`config.mk`:
```
export PLATFORM = sky130hd
export DESIGN_NAME = asdc_core
export DESIGN_NICKNAME = d
export VERILOG_FILES = /design/src/rtl/asdc_pkg.sv /design/src/rtl/asdc_core.sv
export SDC_FILE = /design/constraint.sdc
export NUM_CORES = 1
export LEC_CHECK = 0
export ABC_AREA = 1
export ABC_CLOCK_PERIOD_IN_PS = 3300
export BUFFER_PORTS_ARGS = -buffer_cell sky130_fd_sc_hd__buf_2
export CORE_UTILIZATION = 50
export DETAILED_ROUTE_END_ITERATION = 16
export HOLD_SLACK_MARGIN = 0.1
export PLACE_DENSITY = 0.85
export RECOVER_POWER = 25
export SLEW_MARGIN = 5
export SYNTH_ARGS = -nofsm -noshare
export SYNTH_HDL_FRONTEND = slang
export SYNTH_SLANG_ARGS = --single-unit
```
`constraint.sdc`:
```
create_clock -name clk_sys_in -period 3.3 [get_ports clk_sys_in]
set_input_delay 0.33 -clock clk_sys_in [delete_from_list [all_inputs] [get_ports clk_sys_in]]
set_output_delay 0.33 -clock clk_sys_in [all_outputs]
set_load 0.02 [all_outputs]
```
`src/rtl/asdc_pkg.sv`:
```
// Purpose: constants of the converter scan, result and transfer control
// Assumes: 50 MHz system clock, 8-bit special function register port
// Notes: offsets are the register addresses on the special function port
package asdc_pkg;
    localparam logic [7:0] ADDR_CONFIG_0 = 8'hC3;
    localparam logic [7:0] ADDR_CONTROL_0 = 8'hC4;
    localparam logic [7:0] ADDR_RESULT_LOW = 8'hC5;
    localparam logic [7:0] ADDR_RESULT_HIGH = 8'hC6;
    localparam logic [7:0] RESET_CONFIG_0 = 8'h00;
    localparam logic [7:0] RESET_CONTROL_0 = 8'h00;
    localparam int CTL_ENABLE = 7;
    localparam int CTL_WINDOW = 6;
    localparam int CTL_CHAN3 = 5;
    localparam int CTL_DONE = 4;
    localparam int CTL_START = 3;
    localparam int CFG_CLK_HI = 7;
    localparam int CFG_CLK_LO = 5;
    localparam int CFG_RJ = 4;
    localparam int CFG_AUX = 3;
    localparam int CFG_SAMPLE_HOLD_FLAG = 2;
    localparam int CFG_TM_HI = 1;
    localparam int CFG_TM_LO = 0;
    localparam logic [4:0] CONV_CLOCKS = 5'h1E;
    localparam logic [1:0] TM_SOFTWARE = 2'h0;
    localparam logic [1:0] TM_TIMER0 = 2'h1;
    localparam logic [1:0] TM_FREE = 2'h2;
    localparam logic [1:0] TM_BAUD = 2'h3;
    localparam logic [2:0] CKS_BAUD = 3'h6;
    localparam logic [2:0] CKS_TIMER2 = 3'h7;
    localparam logic [1:0] RES_12 = 2'h0;
    localparam logic [1:0] RES_10 = 2'h1;
endpackage : asdc_pkg
```
`src/rtl/asdc_core.sv`:
```
// Purpose: conversion sequencing, scan, result layout and byte transfer
// Assumes: analog sampling is outside; its code arrives on sample_code_in
// Notes: control inputs without a register come from other configuration logic
`timescale 1ns/100ps
`default_nettype none
module asdc_core (
    input wire logic clk_sys_in,
    input wire logic rst_in,
    input wire logic [7:0] sfr_addr_in,
    input wire logic sfr_wr_in,
    input wire logic sfr_rd_in,
    input wire logic [7:0] sfr_wdata_in,
    output logic [7:0] sfr_rdata_out,
    input wire logic [7:0] scan_channel_mask_in,
    input wire logic [1:0] result_resolution_field_in,
    input wire logic dma_byte_count_select_in,
    input wire logic dma_request_source_in,
    input wire logic window_mode_bit_in,
    input wire logic [11:0] window_low_in,
    input wire logic [11:0] window_high_in,
    input wire logic done_interrupt_mask_in,
    input wire logic window_interrupt_enable_in,
    input wire logic converter_interrupt_enable_in,
    input wire logic power_down_in,
    input wire logic timer_zero_overflow_in,
    input wire logic uart_baud_generator_overflow_in,
    input wire logic timer_two_overflow_in,
    input wire logic [11:0] sample_code_in,
    input wire logic dma_ack_in,
    output logic dma_req_out,
    output logic [7:0] dma_data_out,
    output logic [7:0] mux_external_out,
    output logic mux_reference_out,
    output logic mux_ground_out,
    output logic converting_out,
    output logic irq_req_out,
    output logic wake_out
);
    typedef enum logic {ASDC_IDLE, ASDC_CONVERT} asdc_state_t;

    function automatic logic [2:0] asdc_next_chan(input logic [7:0] m, input logic [2:0] c);
        logic [2:0] idx;
        logic found;
        asdc_next_chan = c;
        found = 1'b0;
        // walking upward from the current channel gives the wrap for free
        for (int i = 1; i <= 8; i++) begin
            idx = c + 3'(i);
            if (m[idx] && !found) begin
                asdc_next_chan = idx;
                found = 1'b1;
            end
        end
    endfunction : asdc_next_chan

    asdc_state_t state, next_state;
    logic [7:0] config_0, next_config_0;
    logic enable, next_enable;
    logic window_flag, next_window_flag;
    logic done_flag, next_done_flag;
    logic start_bit, next_start_bit;
    logic [3:0] chan, next_chan;
    logic [7:0] res_hi, next_res_hi;
    logic [7:0] res_lo, next_res_lo;
    logic [4:0] div_cnt, next_div_cnt;
    logic [4:0] conv_cnt, next_conv_cnt;
    logic half_tog, next_half_tog;
    logic dma_req, next_dma_req;
    logic dma_second, next_dma_second;
    logic [7:0] dma_data, next_dma_data;
    logic [7:0] rdata, next_rdata;
    logic [7:0] mux_ext, next_mux_ext;
    logic mux_ref, next_mux_ref;
    logic mux_gnd, next_mux_gnd;
    logic wr_ctl, wr_cfg, tick, trig, finish, win_set, done_set;
    logic [2:0] cks;
    logic [1:0] tm;
    logic [4:0] div_mask;
    logic [11:0] code, shifted;
    logic in_window;

    always_comb begin
        wr_ctl = sfr_wr_in && (sfr_addr_in == asdc_pkg::ADDR_CONTROL_0);
        wr_cfg = sfr_wr_in && (sfr_addr_in == asdc_pkg::ADDR_CONFIG_0);
        cks = config_0[asdc_pkg::CFG_CLK_HI:asdc_pkg::CFG_CLK_LO];
        tm = config_0[asdc_pkg::CFG_TM_HI:asdc_pkg::CFG_TM_LO];
        // conversion clock: divided system clock or halved overflow
        div_mask = 5'((6'h01 << cks) - 6'h01);
        next_div_cnt = div_cnt + 5'h01;
        next_half_tog = half_tog;
        tick = 1'b0;
        if (cks == asdc_pkg::CKS_BAUD || cks == asdc_pkg::CKS_TIMER2) begin
            if ((cks == asdc_pkg::CKS_BAUD) ? uart_baud_generator_overflow_in : timer_two_overflow_in) begin
                next_half_tog = ~half_tog;
                tick = half_tog;
            end
        end else begin
            tick = ((div_cnt & div_mask) == div_mask);
        end
        // start source by trigger mode
        case (tm)
            asdc_pkg::TM_SOFTWARE: trig = start_bit;
            asdc_pkg::TM_TIMER0: trig = timer_zero_overflow_in;
            asdc_pkg::TM_FREE: trig = 1'b1;
            asdc_pkg::TM_BAUD: trig = uart_baud_generator_overflow_in;
            default: trig = 1'b0;
        endcase
        // resolution reduction clears dropped bits
        case (result_resolution_field_in)
            asdc_pkg::RES_12: begin
                code = sample_code_in;
                shifted = sample_code_in;
            end
            asdc_pkg::RES_10: begin
                code = {sample_code_in[11:2], 2'h0};
                shifted = {2'h0, sample_code_in[11:2]};
            end
            default: begin
                code = {sample_code_in[11:4], 4'h0};
                shifted = {4'h0, sample_code_in[11:4]};
            end
        endcase
        // inside when low <= code <= high; mode one inverts
        in_window = (code >= window_low_in) && (code <= window_high_in);
        next_state = state;
        next_config_0 = config_0;
        next_enable = enable;
        next_window_flag = window_flag;
        next_done_flag = done_flag;
        next_start_bit = start_bit;
        next_chan = chan;
        next_res_hi = res_hi;
        next_res_lo = res_lo;
        next_conv_cnt = conv_cnt;
        finish = 1'b0;
        if (wr_cfg) begin
            next_config_0 = sfr_wdata_in;
        end
        if (wr_ctl) begin
            next_enable = sfr_wdata_in[asdc_pkg::CTL_ENABLE];
            next_chan = {sfr_wdata_in[asdc_pkg::CTL_CHAN3], sfr_wdata_in[2:0]};
            // flags only clear from software; a one leaves them alone
            if (!sfr_wdata_in[asdc_pkg::CTL_WINDOW]) begin
                next_window_flag = 1'b0;
            end
            if (!sfr_wdata_in[asdc_pkg::CTL_DONE]) begin
                next_done_flag = 1'b0;
            end
            // a zero write to start has no effect; blocked while done high
            if (sfr_wdata_in[asdc_pkg::CTL_START] && !done_flag) begin
                next_start_bit = 1'b1;
            end
        end
        case (state)
            ASDC_IDLE: begin
                next_conv_cnt = 5'h00;
                // power-down stalls starts; idle mode is not seen here
                if (enable && !power_down_in && !done_flag && trig &&
                    (tm == asdc_pkg::TM_SOFTWARE || !start_bit)) begin
                    next_state = ASDC_CONVERT;
                    next_start_bit = 1'b1;
                end
            end
            ASDC_CONVERT: begin
                if (!enable) begin
                    next_state = ASDC_IDLE;
                    next_start_bit = 1'b0;
                end else if (tick && !power_down_in) begin
                    next_conv_cnt = conv_cnt + 5'h01;
                    if (conv_cnt == asdc_pkg::CONV_CLOCKS - 5'h01) begin
                        finish = 1'b1;
                        next_state = ASDC_IDLE;
                    end
                end
            end
            default: next_state = ASDC_IDLE;
        endcase
        win_set = finish && (in_window != window_mode_bit_in);
        done_set = finish;
        if (finish) begin
            next_start_bit = 1'b0;
            if (config_0[asdc_pkg::CFG_RJ]) begin
                next_res_hi = {4'h0, shifted[11:8]};
                next_res_lo = shifted[7:0];
            end else begin
                next_res_hi = code[11:4];
                next_res_lo = {code[3:0], 4'h0};
            end
            // channel scanning; clear mask keeps software control
            if (scan_channel_mask_in != 8'h00) begin
                next_chan = {1'b0, asdc_next_chan(scan_channel_mask_in, chan[2:0])};
            end
        end
        // hardware set wins over a same-cycle software clear
        if (win_set) begin
            next_window_flag = 1'b1;
        end
        if (done_set) begin
            next_done_flag = 1'b1;
        end
        if (!enable) begin
            next_start_bit = next_start_bit && wr_ctl && sfr_wdata_in[asdc_pkg::CTL_ENABLE];
        end
        // channel decode for the analog multiplexer
        next_mux_ext = 8'h00;
        next_mux_ref = 1'b0;
        next_mux_gnd = 1'b0;
        if (!next_config_0[asdc_pkg::CFG_AUX]) begin
            if (!next_chan[3]) begin
                next_mux_ext[next_chan[2:0]] = 1'b1;
            end
        end else begin
            next_mux_ref = (next_chan == 4'h0);
            next_mux_gnd = (next_chan == 4'h1);
        end
    end

    // result transfer: request on chosen event, bytes handed out on ack
    always_comb begin
        next_dma_req = dma_req;
        next_dma_second = dma_second;
        next_dma_data = dma_data;
        if (dma_req && dma_ack_in) begin
            if (!dma_byte_count_select_in && !dma_second) begin
                next_dma_second = 1'b1;
                next_dma_data = res_hi;
            end else begin
                next_dma_req = 1'b0;
                next_dma_second = 1'b0;
            end
        end
        // a new event restarts the byte sequence with fresh data
        if (dma_request_source_in ? win_set : done_set) begin
            next_dma_req = 1'b1;
            next_dma_second = 1'b0;
            if (!dma_byte_count_select_in) begin
                next_dma_data = next_res_lo;
            end else begin
                // significant byte follows justification
                next_dma_data = config_0[asdc_pkg::CFG_RJ] ? next_res_lo : next_res_hi;
            end
        end
    end

    always_comb begin
        next_rdata = rdata;
        if (sfr_rd_in) begin
            case (sfr_addr_in)
                asdc_pkg::ADDR_CONFIG_0: next_rdata = config_0;
                asdc_pkg::ADDR_CONTROL_0: next_rdata = {enable, window_flag, chan[3], done_flag,
                                                        start_bit, chan[2:0]};
                asdc_pkg::ADDR_RESULT_LOW: next_rdata = res_lo;
                asdc_pkg::ADDR_RESULT_HIGH: next_rdata = res_hi;
                default: next_rdata = 8'h00;
            endcase
        end
    end

    always_ff @(posedge clk_sys_in or posedge rst_in) begin
        if (rst_in) begin
            state <= ASDC_IDLE;
            config_0 <= asdc_pkg::RESET_CONFIG_0;
            enable <= asdc_pkg::RESET_CONTROL_0[asdc_pkg::CTL_ENABLE];
            window_flag <= asdc_pkg::RESET_CONTROL_0[asdc_pkg::CTL_WINDOW];
            done_flag <= asdc_pkg::RESET_CONTROL_0[asdc_pkg::CTL_DONE];
            start_bit <= asdc_pkg::RESET_CONTROL_0[asdc_pkg::CTL_START];
            chan <= 4'h0;
            res_hi <= 8'h00;
            res_lo <= 8'h00;
            div_cnt <= 5'h00;
            conv_cnt <= 5'h00;
            half_tog <= 1'b0;
            dma_req <= 1'b0;
            dma_second <= 1'b0;
            dma_data <= 8'h00;
            rdata <= 8'h00;
            mux_ext <= 8'h01;
            mux_ref <= 1'b0;
            mux_gnd <= 1'b0;
        end else begin
            state <= next_state;
            config_0 <= next_config_0;
            enable <= next_enable;
            window_flag <= next_window_flag;
            done_flag <= next_done_flag;
            start_bit <= next_start_bit;
            chan <= next_chan;
            res_hi <= next_res_hi;
            res_lo <= next_res_lo;
            div_cnt <= next_div_cnt;
            conv_cnt <= next_conv_cnt;
            half_tog <= next_half_tog;
            dma_req <= next_dma_req;
            dma_second <= next_dma_second;
            dma_data <= next_dma_data;
            rdata <= next_rdata;
            mux_ext <= next_mux_ext;
            mux_ref <= next_mux_ref;
            mux_gnd <= next_mux_gnd;
        end
    end

    assign sfr_rdata_out = rdata;
    assign dma_req_out = dma_req;
    assign dma_data_out = dma_data;
    assign mux_external_out = mux_ext;
    assign mux_reference_out = mux_ref;
    assign mux_ground_out = mux_gnd;
    assign converting_out = (state == ASDC_CONVERT);
    // done source masked by ignore bit, window source by its enable
    assign irq_req_out = (done_flag && !done_interrupt_mask_in) || (window_flag && window_interrupt_enable_in);
    assign wake_out = irq_req_out && converter_interrupt_enable_in;
endmodule : asdc_core
`default_nettype wire

```
### Word level (Yosys, flattened, before mapping)

Index checks and enable logic that the tools add are counted.
W data, S select, Z words.

* register bits after elaboration: 72
* input port bits: 77
* output and inout bits: 30
* logic and storage cells: 223

* add/subtract/negate cells: 10
* order comparisons: 12
* eq/ne operators: 19
* shift-type cells: 1
* mux-type cells: 103
* bitwise operators: 3
* reduce and logical (&&, ||, !) cells: 55

Operators by type and width (count)
* $mux W8: 11
* $mux W1: 62
* $lt A3 B4 Y1 const B: 9
* $eq A8 B8 Y1 const B: 4
* $pmux W8 S4: 1
* $logic_and A1 B1 Y1: 25
* $bmux W1 S3: 8
* $mux W3: 8
* $pmux W12 S2: 1
* $mux W4: 4
* $logic_not A1 Y1: 13
* $add A3 B3 Y3 const B: 4
* $ge A12 B12 Y1: 1
* $le A12 B12 Y1: 1
* $reduce_and A2 Y1: 6
* $add A5 B1 Y5 const B: 2
* $mux W5: 2
* $ne A2 B1 Y1 const B: 5
* $pmux W5 S2: 1
* $pmux W4 S2: 1
* $reduce_bool A2 Y1: 4
* $reduce_bool A8 Y1: 1
* $add A3 B2 Y3 const B: 2
* $eq A3 B3 Y1 const B: 2
* other kinds (18): 25

### Depth between registers and ports, before layout

* depth after elaboration: 51
* mapped depth: 21
* depth with buffers taken out: 20

### Least setup slack after synthesis

OpenSTA, ideal clock, no wires.

* kind: reg-to-reg
* start point: reg chan[1]
* end point: reg mux_ext[6], in the netlist mux_external_out[6]
* setup time: 0.071 ns
* arrival time: 2.338 ns
* required time: 3.229 ns
* path slack: 0.890 ns
* stages on the path, launching flop included: 19
* buffers on the path: 1
* clock period less this slack: 2.410 ns
* cell sequence: dfrtp_1 > buf_2 > inv_2 > ha_1 > inv_1 > nand3_1 > nand3_2 > nand2_4 > nor2_4 > nand4_4 > nor2_4 > nand2_1 > o21ai_1 > inv_1 > nand2_2 > nand2_2 > inv_2 > nand2_1 > nor2_1

* longest elaborated chain between the ends: 47
* elaborated cells between the ends (all ways): 76
* those cells by class: add/sub (7); order compare (2); mux (52); reduce/logical (15)

RTL lines
* start, declared: RTL line asdc_core.sv:62 `logic [3:0] chan, next_chan;`
* start signal, assigned: RTL line asdc_core.sv:287 `chan <= next_chan;`
* $add A3 B1 Y3: RTL line asdc_core.sv:48 `idx = c + 3'(i);`
* $bmux W1 S3: RTL line asdc_core.sv:49 `if (m[idx] && !found) begin`
* $mux W1 (implied by the code): RTL line asdc_core.sv:49
* $mux W1: RTL line asdc_core.sv:49
* $mux W1: RTL line asdc_core.sv:190 `if (scan_channel_mask_in != 8'h00) begin`
* $mux W1: RTL line asdc_core.sv:180 `if (finish) begin`
* $logic_not A1 Y1: RTL line asdc_core.sv:49
* $logic_and A1 B1 Y1: RTL line asdc_core.sv:49
* (+33 left out)
* via next_chan[1]: RTL line asdc_core.sv:62
* $lt A3 B4 Y1 (implied by the code) or $ge A3 B1 Y1 (tied branches): RTL line asdc_core.sv:210 `next_mux_ext[next_chan[2:0]] = 1'b1;`
* $logic_and A1 B1 Y1 (implied by the code): RTL line asdc_core.sv:210
* $mux W1 (implied by the code): RTL line asdc_core.sv:210
* $demux W1 S3 (*): RTL line asdc_core.sv:210
* $mux W8 (*): RTL line asdc_core.sv:209 `if (!next_chan[3]) begin`
* $mux W8 (*): RTL line asdc_core.sv:208 `if (!next_config_0[asdc_pkg::CFG_AUX]) begin`
* via next_mux_ext[6]: RTL line asdc_core.sv:72 `logic [7:0] mux_ext, next_mux_ext;`
* end signal, assigned: RTL line asdc_core.sv:297 `mux_ext <= next_mux_ext;`
* end, declared: RTL line asdc_core.sv:72

The timed path passes the listed nets; every way through them passes the cells marked *. The select of a mux whose other input is x is not followed.
A chain may end at the register's enable or synchronous reset.

### Worst setup path after layout

* start point: reg chan[1]
* end point: reg mux_gnd, in the netlist mux_ground_out

* longest elaborated chain between the ends: 43
* elaborated cells between the ends (all ways): 71
* those cells by class: add/sub (7); eq/ne (1); mux (49); reduce/logical (14)

RTL lines
* $add A3 B1 Y3: RTL line asdc_core.sv:48
* $bmux W1 S3: RTL line asdc_core.sv:49
* $mux W1 (implied by the code): RTL line asdc_core.sv:49
* $mux W1: RTL line asdc_core.sv:49
* $mux W1: RTL line asdc_core.sv:190
* $mux W1: RTL line asdc_core.sv:180
* $logic_not A1 Y1: RTL line asdc_core.sv:49
* $logic_and A1 B1 Y1: RTL line asdc_core.sv:49
* (+29 left out)
* $logic_and A1 B1 Y1: RTL line asdc_core.sv:49
* $mux W3 (*): RTL line asdc_core.sv:49
* $mux W4 (*): RTL line asdc_core.sv:190
* $mux W4 (*): RTL line asdc_core.sv:180
* via next_chan[0]: RTL line asdc_core.sv:62
* $eq A4 B1 Y1 (*): RTL line asdc_core.sv:214 `next_mux_gnd = (next_chan == 4'h1);`
* $mux W1 (*): RTL line asdc_core.sv:208
* via next_mux_gnd: RTL line asdc_core.sv:74 `logic mux_gnd, next_mux_gnd;`
* end signal, assigned: RTL line asdc_core.sv:299 `mux_gnd <= next_mux_gnd;`
* end, declared: RTL line asdc_core.sv:74

Marks and branches as above.

==> metrics <==
final hold vios=0; RSZ-0062 raised after global routing=no; status=finished clean; Worst Path Required=3580 ps; crit-path max cell delay=590 ps; initial antenna violation count=0; post-synthesis mux area share=0%; DR iter-0 viols=308; Initial DRT Pass Iterations=5; Finished Core Util=60.5%; CP Data Arrival Time=3100 ps; vias in the first global route=4965; # diodes=0; clk buf depth=2; clock skew=9.97 ps; Final #Nets=951; worst-skew pair later-pin latency=350 ps; CP max FO=10; CP Class=flip-flop to flip-flop; Synth Area in Compound Gates=15.1%; Sum Neg Setup Slack=0 ps; net count after synthesis=844; most used cell, CP=nand2_1; Most used DFF post-synth=dfrtp_1; Die ar.=0.0108 sq mm; All-Layer GR Usage=25.9%; root buffer cell=clkbuf_8; drt via density=5.32; Worst Max-Slew Pin Slew=1080 ps; CTS tree=done; setup slack, reg-to-reg=480 ps; Syn Area/Cell=6.99 sq um; Layout area overhead=15.9%; area of the mapped netlist=0.00518 sq mm; share of the synthesized area in the top cell type=34.3%; Resized cells post-CTS=0; global-route wire length before repair=22.5 mm; Min-Delay Path Class=input pin to flip-flop; drt wl/cell=13.6 microns; IO buf count=106; timing-limited maximum frequency=0.354 GHz; routed wire length=13.4 mm; EDFF count, synth=0; # rows=36; CP Launch Type=flip-flop; cell count after synthesis=740; Vias=5237; Power Density=397 mW/mm^2; Seq/Total Area, Yosys=34.8%; final setup violation count=0; Area contributors post-synth=dfrtp_1, nand2_1, inv_1; post-route clock period utilization=85.5%; Post-synth ARST share=100%; Cell Chain, Critical Path=inv_2, ha_1, inv_1, nand3_1, nand2_1, o21ai_1, nand4_1, nand2_1, nand3_1, nand2_2, inv_2, a21oi_1, nand2_1, nor2_1; Warnings, synthesis=0; Clock transition at path regs=80 ps; num ports=107; Buf/Inv on CP=3; layout cells sized above 1=18.8%; clock sinks=72; drt drc=0; H-tree levels=3; adder-cell area share of the yosys netlist=6.53%; fin crit period=2820 ps; Seq cells post-synth=72; Final Wtd Congestion=0.900; Overflow after GRT=0; Synth Area in XOR/XNOR=1.33%; HPWL after DPL=10.8 mm; total power=2380 uW; VDD IR max=0.000208 V; Num CTS Buffers=9; Layout fillers=923; largest family of logic cells by synthesized area=simple AND/OR/NAND/NOR gates; post-synth top area cell=dfrtp_1; largest net degree at the start of global routing=31; Post-Synth Simple-Gate Area=30.9%; post-route ant nets=0; Core ar.=0.00991 sq mm; Starting Density=52.2%; Yosys cell types=45; Max-Cap Viols=0; Slew Viols, Final=0; Die Span Y=104 microns; delay-heaviest family, CP=simple AND/OR/NAND/NOR gates; critical path endpoint category=flip-flop; P_leak=0.00328 uW; Die Span X=104 microns; CP max-delay cell=dfrtp_1; Slew headroom=28.2%
-- worst register-to-register path, cell delays in order (launching register included) --
cell and delay, ps:
dfrtp_1 590, inv_2 80, ha_1 420, inv_1 170
nand3_1 110, nand2_1 80, o21ai_1 390, nand4_1 240
nand2_1 120, nand3_1 80, nand2_2 110, inv_2 50
a21oi_1 110, nand2_1 80, nor2_1 110
-- registers in the layout, summed over array words and instances, names as in the netlist, 4 cells and up --
register	cells
mux_external_out	8
config_0	8
res_hi	8
conv_cnt	5
div_cnt	5
chan	4
res_lo	8
sfr_rdata_out	8
dma_data_out	8
-- metal layers --
metal,routed length (microns),share of wire (%),vias up,GRT usage [%]
met5,0,0,-,0
met3,798,6.0,34,4.72
met4,379,2.8,0,10.2
met1,6030,45,2362,33.6
li1,-,-,2633,-
met2,6190,46,208,42.8
-- worst paths after layout --
kind | from | depth (start not counted) | to
min in group asynchronous | rst_in | 3 | mux_external_out[4]
hold reg to reg | conv_cnt[3] | 1 | conv_cnt[3]
setup reg to reg | chan[1] | 14 | mux_ground_out
hold / removal | sfr_wr_in | 2 | enable
setup / recovery | chan[1] | 14 | mux_ground_out
max in group asynchronous | rst_in | 4 | dma_req_out
-- cell usage in the layout (no fill, tap or decap), types with 15 or more instances in the layout --
| cell type | count |
|---|---|
| nand4_1 | 15 |
| a21oi_1 | 22 |
| nand2_1 | 191 |
| buf_2 | 97 |
| ha_1 | 27 |
| o21ai_0 | 66 |
| inv_1 | 120 |
| nand3_1 | 66 |
| nor2_1 | 41 |
| dfrtp_1 | 71 |
-- through the flow --
step	hold slack, ps	cell area, sq um	instances	setup WS, ps
CTS	223	6010	985	537
global route	254	6000	985	155
floorplan	435	5180	740	890
global placement	435	5820	968	550
detailed placement	432	5820	968	551
finish	234	6000	985	478
-- final cells by class --
type	count	area (sq um)	share of cell area (%)
clock buffers	10	138	2.30
clock inverters	6	43.8	0.730
inverters	130	488	8.14
multi-input cells	521	2780	46.4
flip-flops and latches	72	1800	30.1
well taps	133	166	2.77
repair buffers	113	574	9.58
-- power breakdown --
part | leakage (uW) | total, uW | switching, uW | internal (uW)
Combinational | 0.00225 | 722 | 471 | 251
Clock | 0.0000926 | 642 | 347 | 296
Sequential | 0.000933 | 1020 | 58.9 | 959
Total | 0.00328 | 2380 | 877 | 1510
-- synth_stat cells (2+ instances only) --
cell type	count
o21ai_1	7
nand3_2	5
nor2_2	2
inv_1	120
a31oi_1	3
nand2_4	2
dfrtp_1	71
buf_6	2
nand2_2	10
nor4_1	2
clkbuf_1	7
nor2_1	40
nand4_1	15
o21ai_0	66
buf_2	4
xor2_1	5
or2_2	3
nor3_1	8
a211oi_1	2
nand3_1	66
o21ai_2	2
o22ai_1	13
a221oi_1	3
a21oi_1	22
ha_1	27
nor2_4	4
nand2_1	191
inv_2	9
a21boi_0	2
buf_4	4
o21bai_1	3
o211ai_1	7
-- logic make-up (layout without fill, tap and decap cells) --
logic type | after synthesis | count (layout)
compound gates | 136 | 136
xor+xnor | 7 | 7
fa+ha+maj | 27 | 27
buf+inv | 147 | 259
flops | 72 | 72
simple gates | 351 | 351
-- what timing repair did --
item / 4_1_cts / 5_1_grt
hold buffers: 1 / 0
hold endpoints to repair: 27 / 0
buffers inserted: 0 / 0
Power figures use the tool's default switching activity.
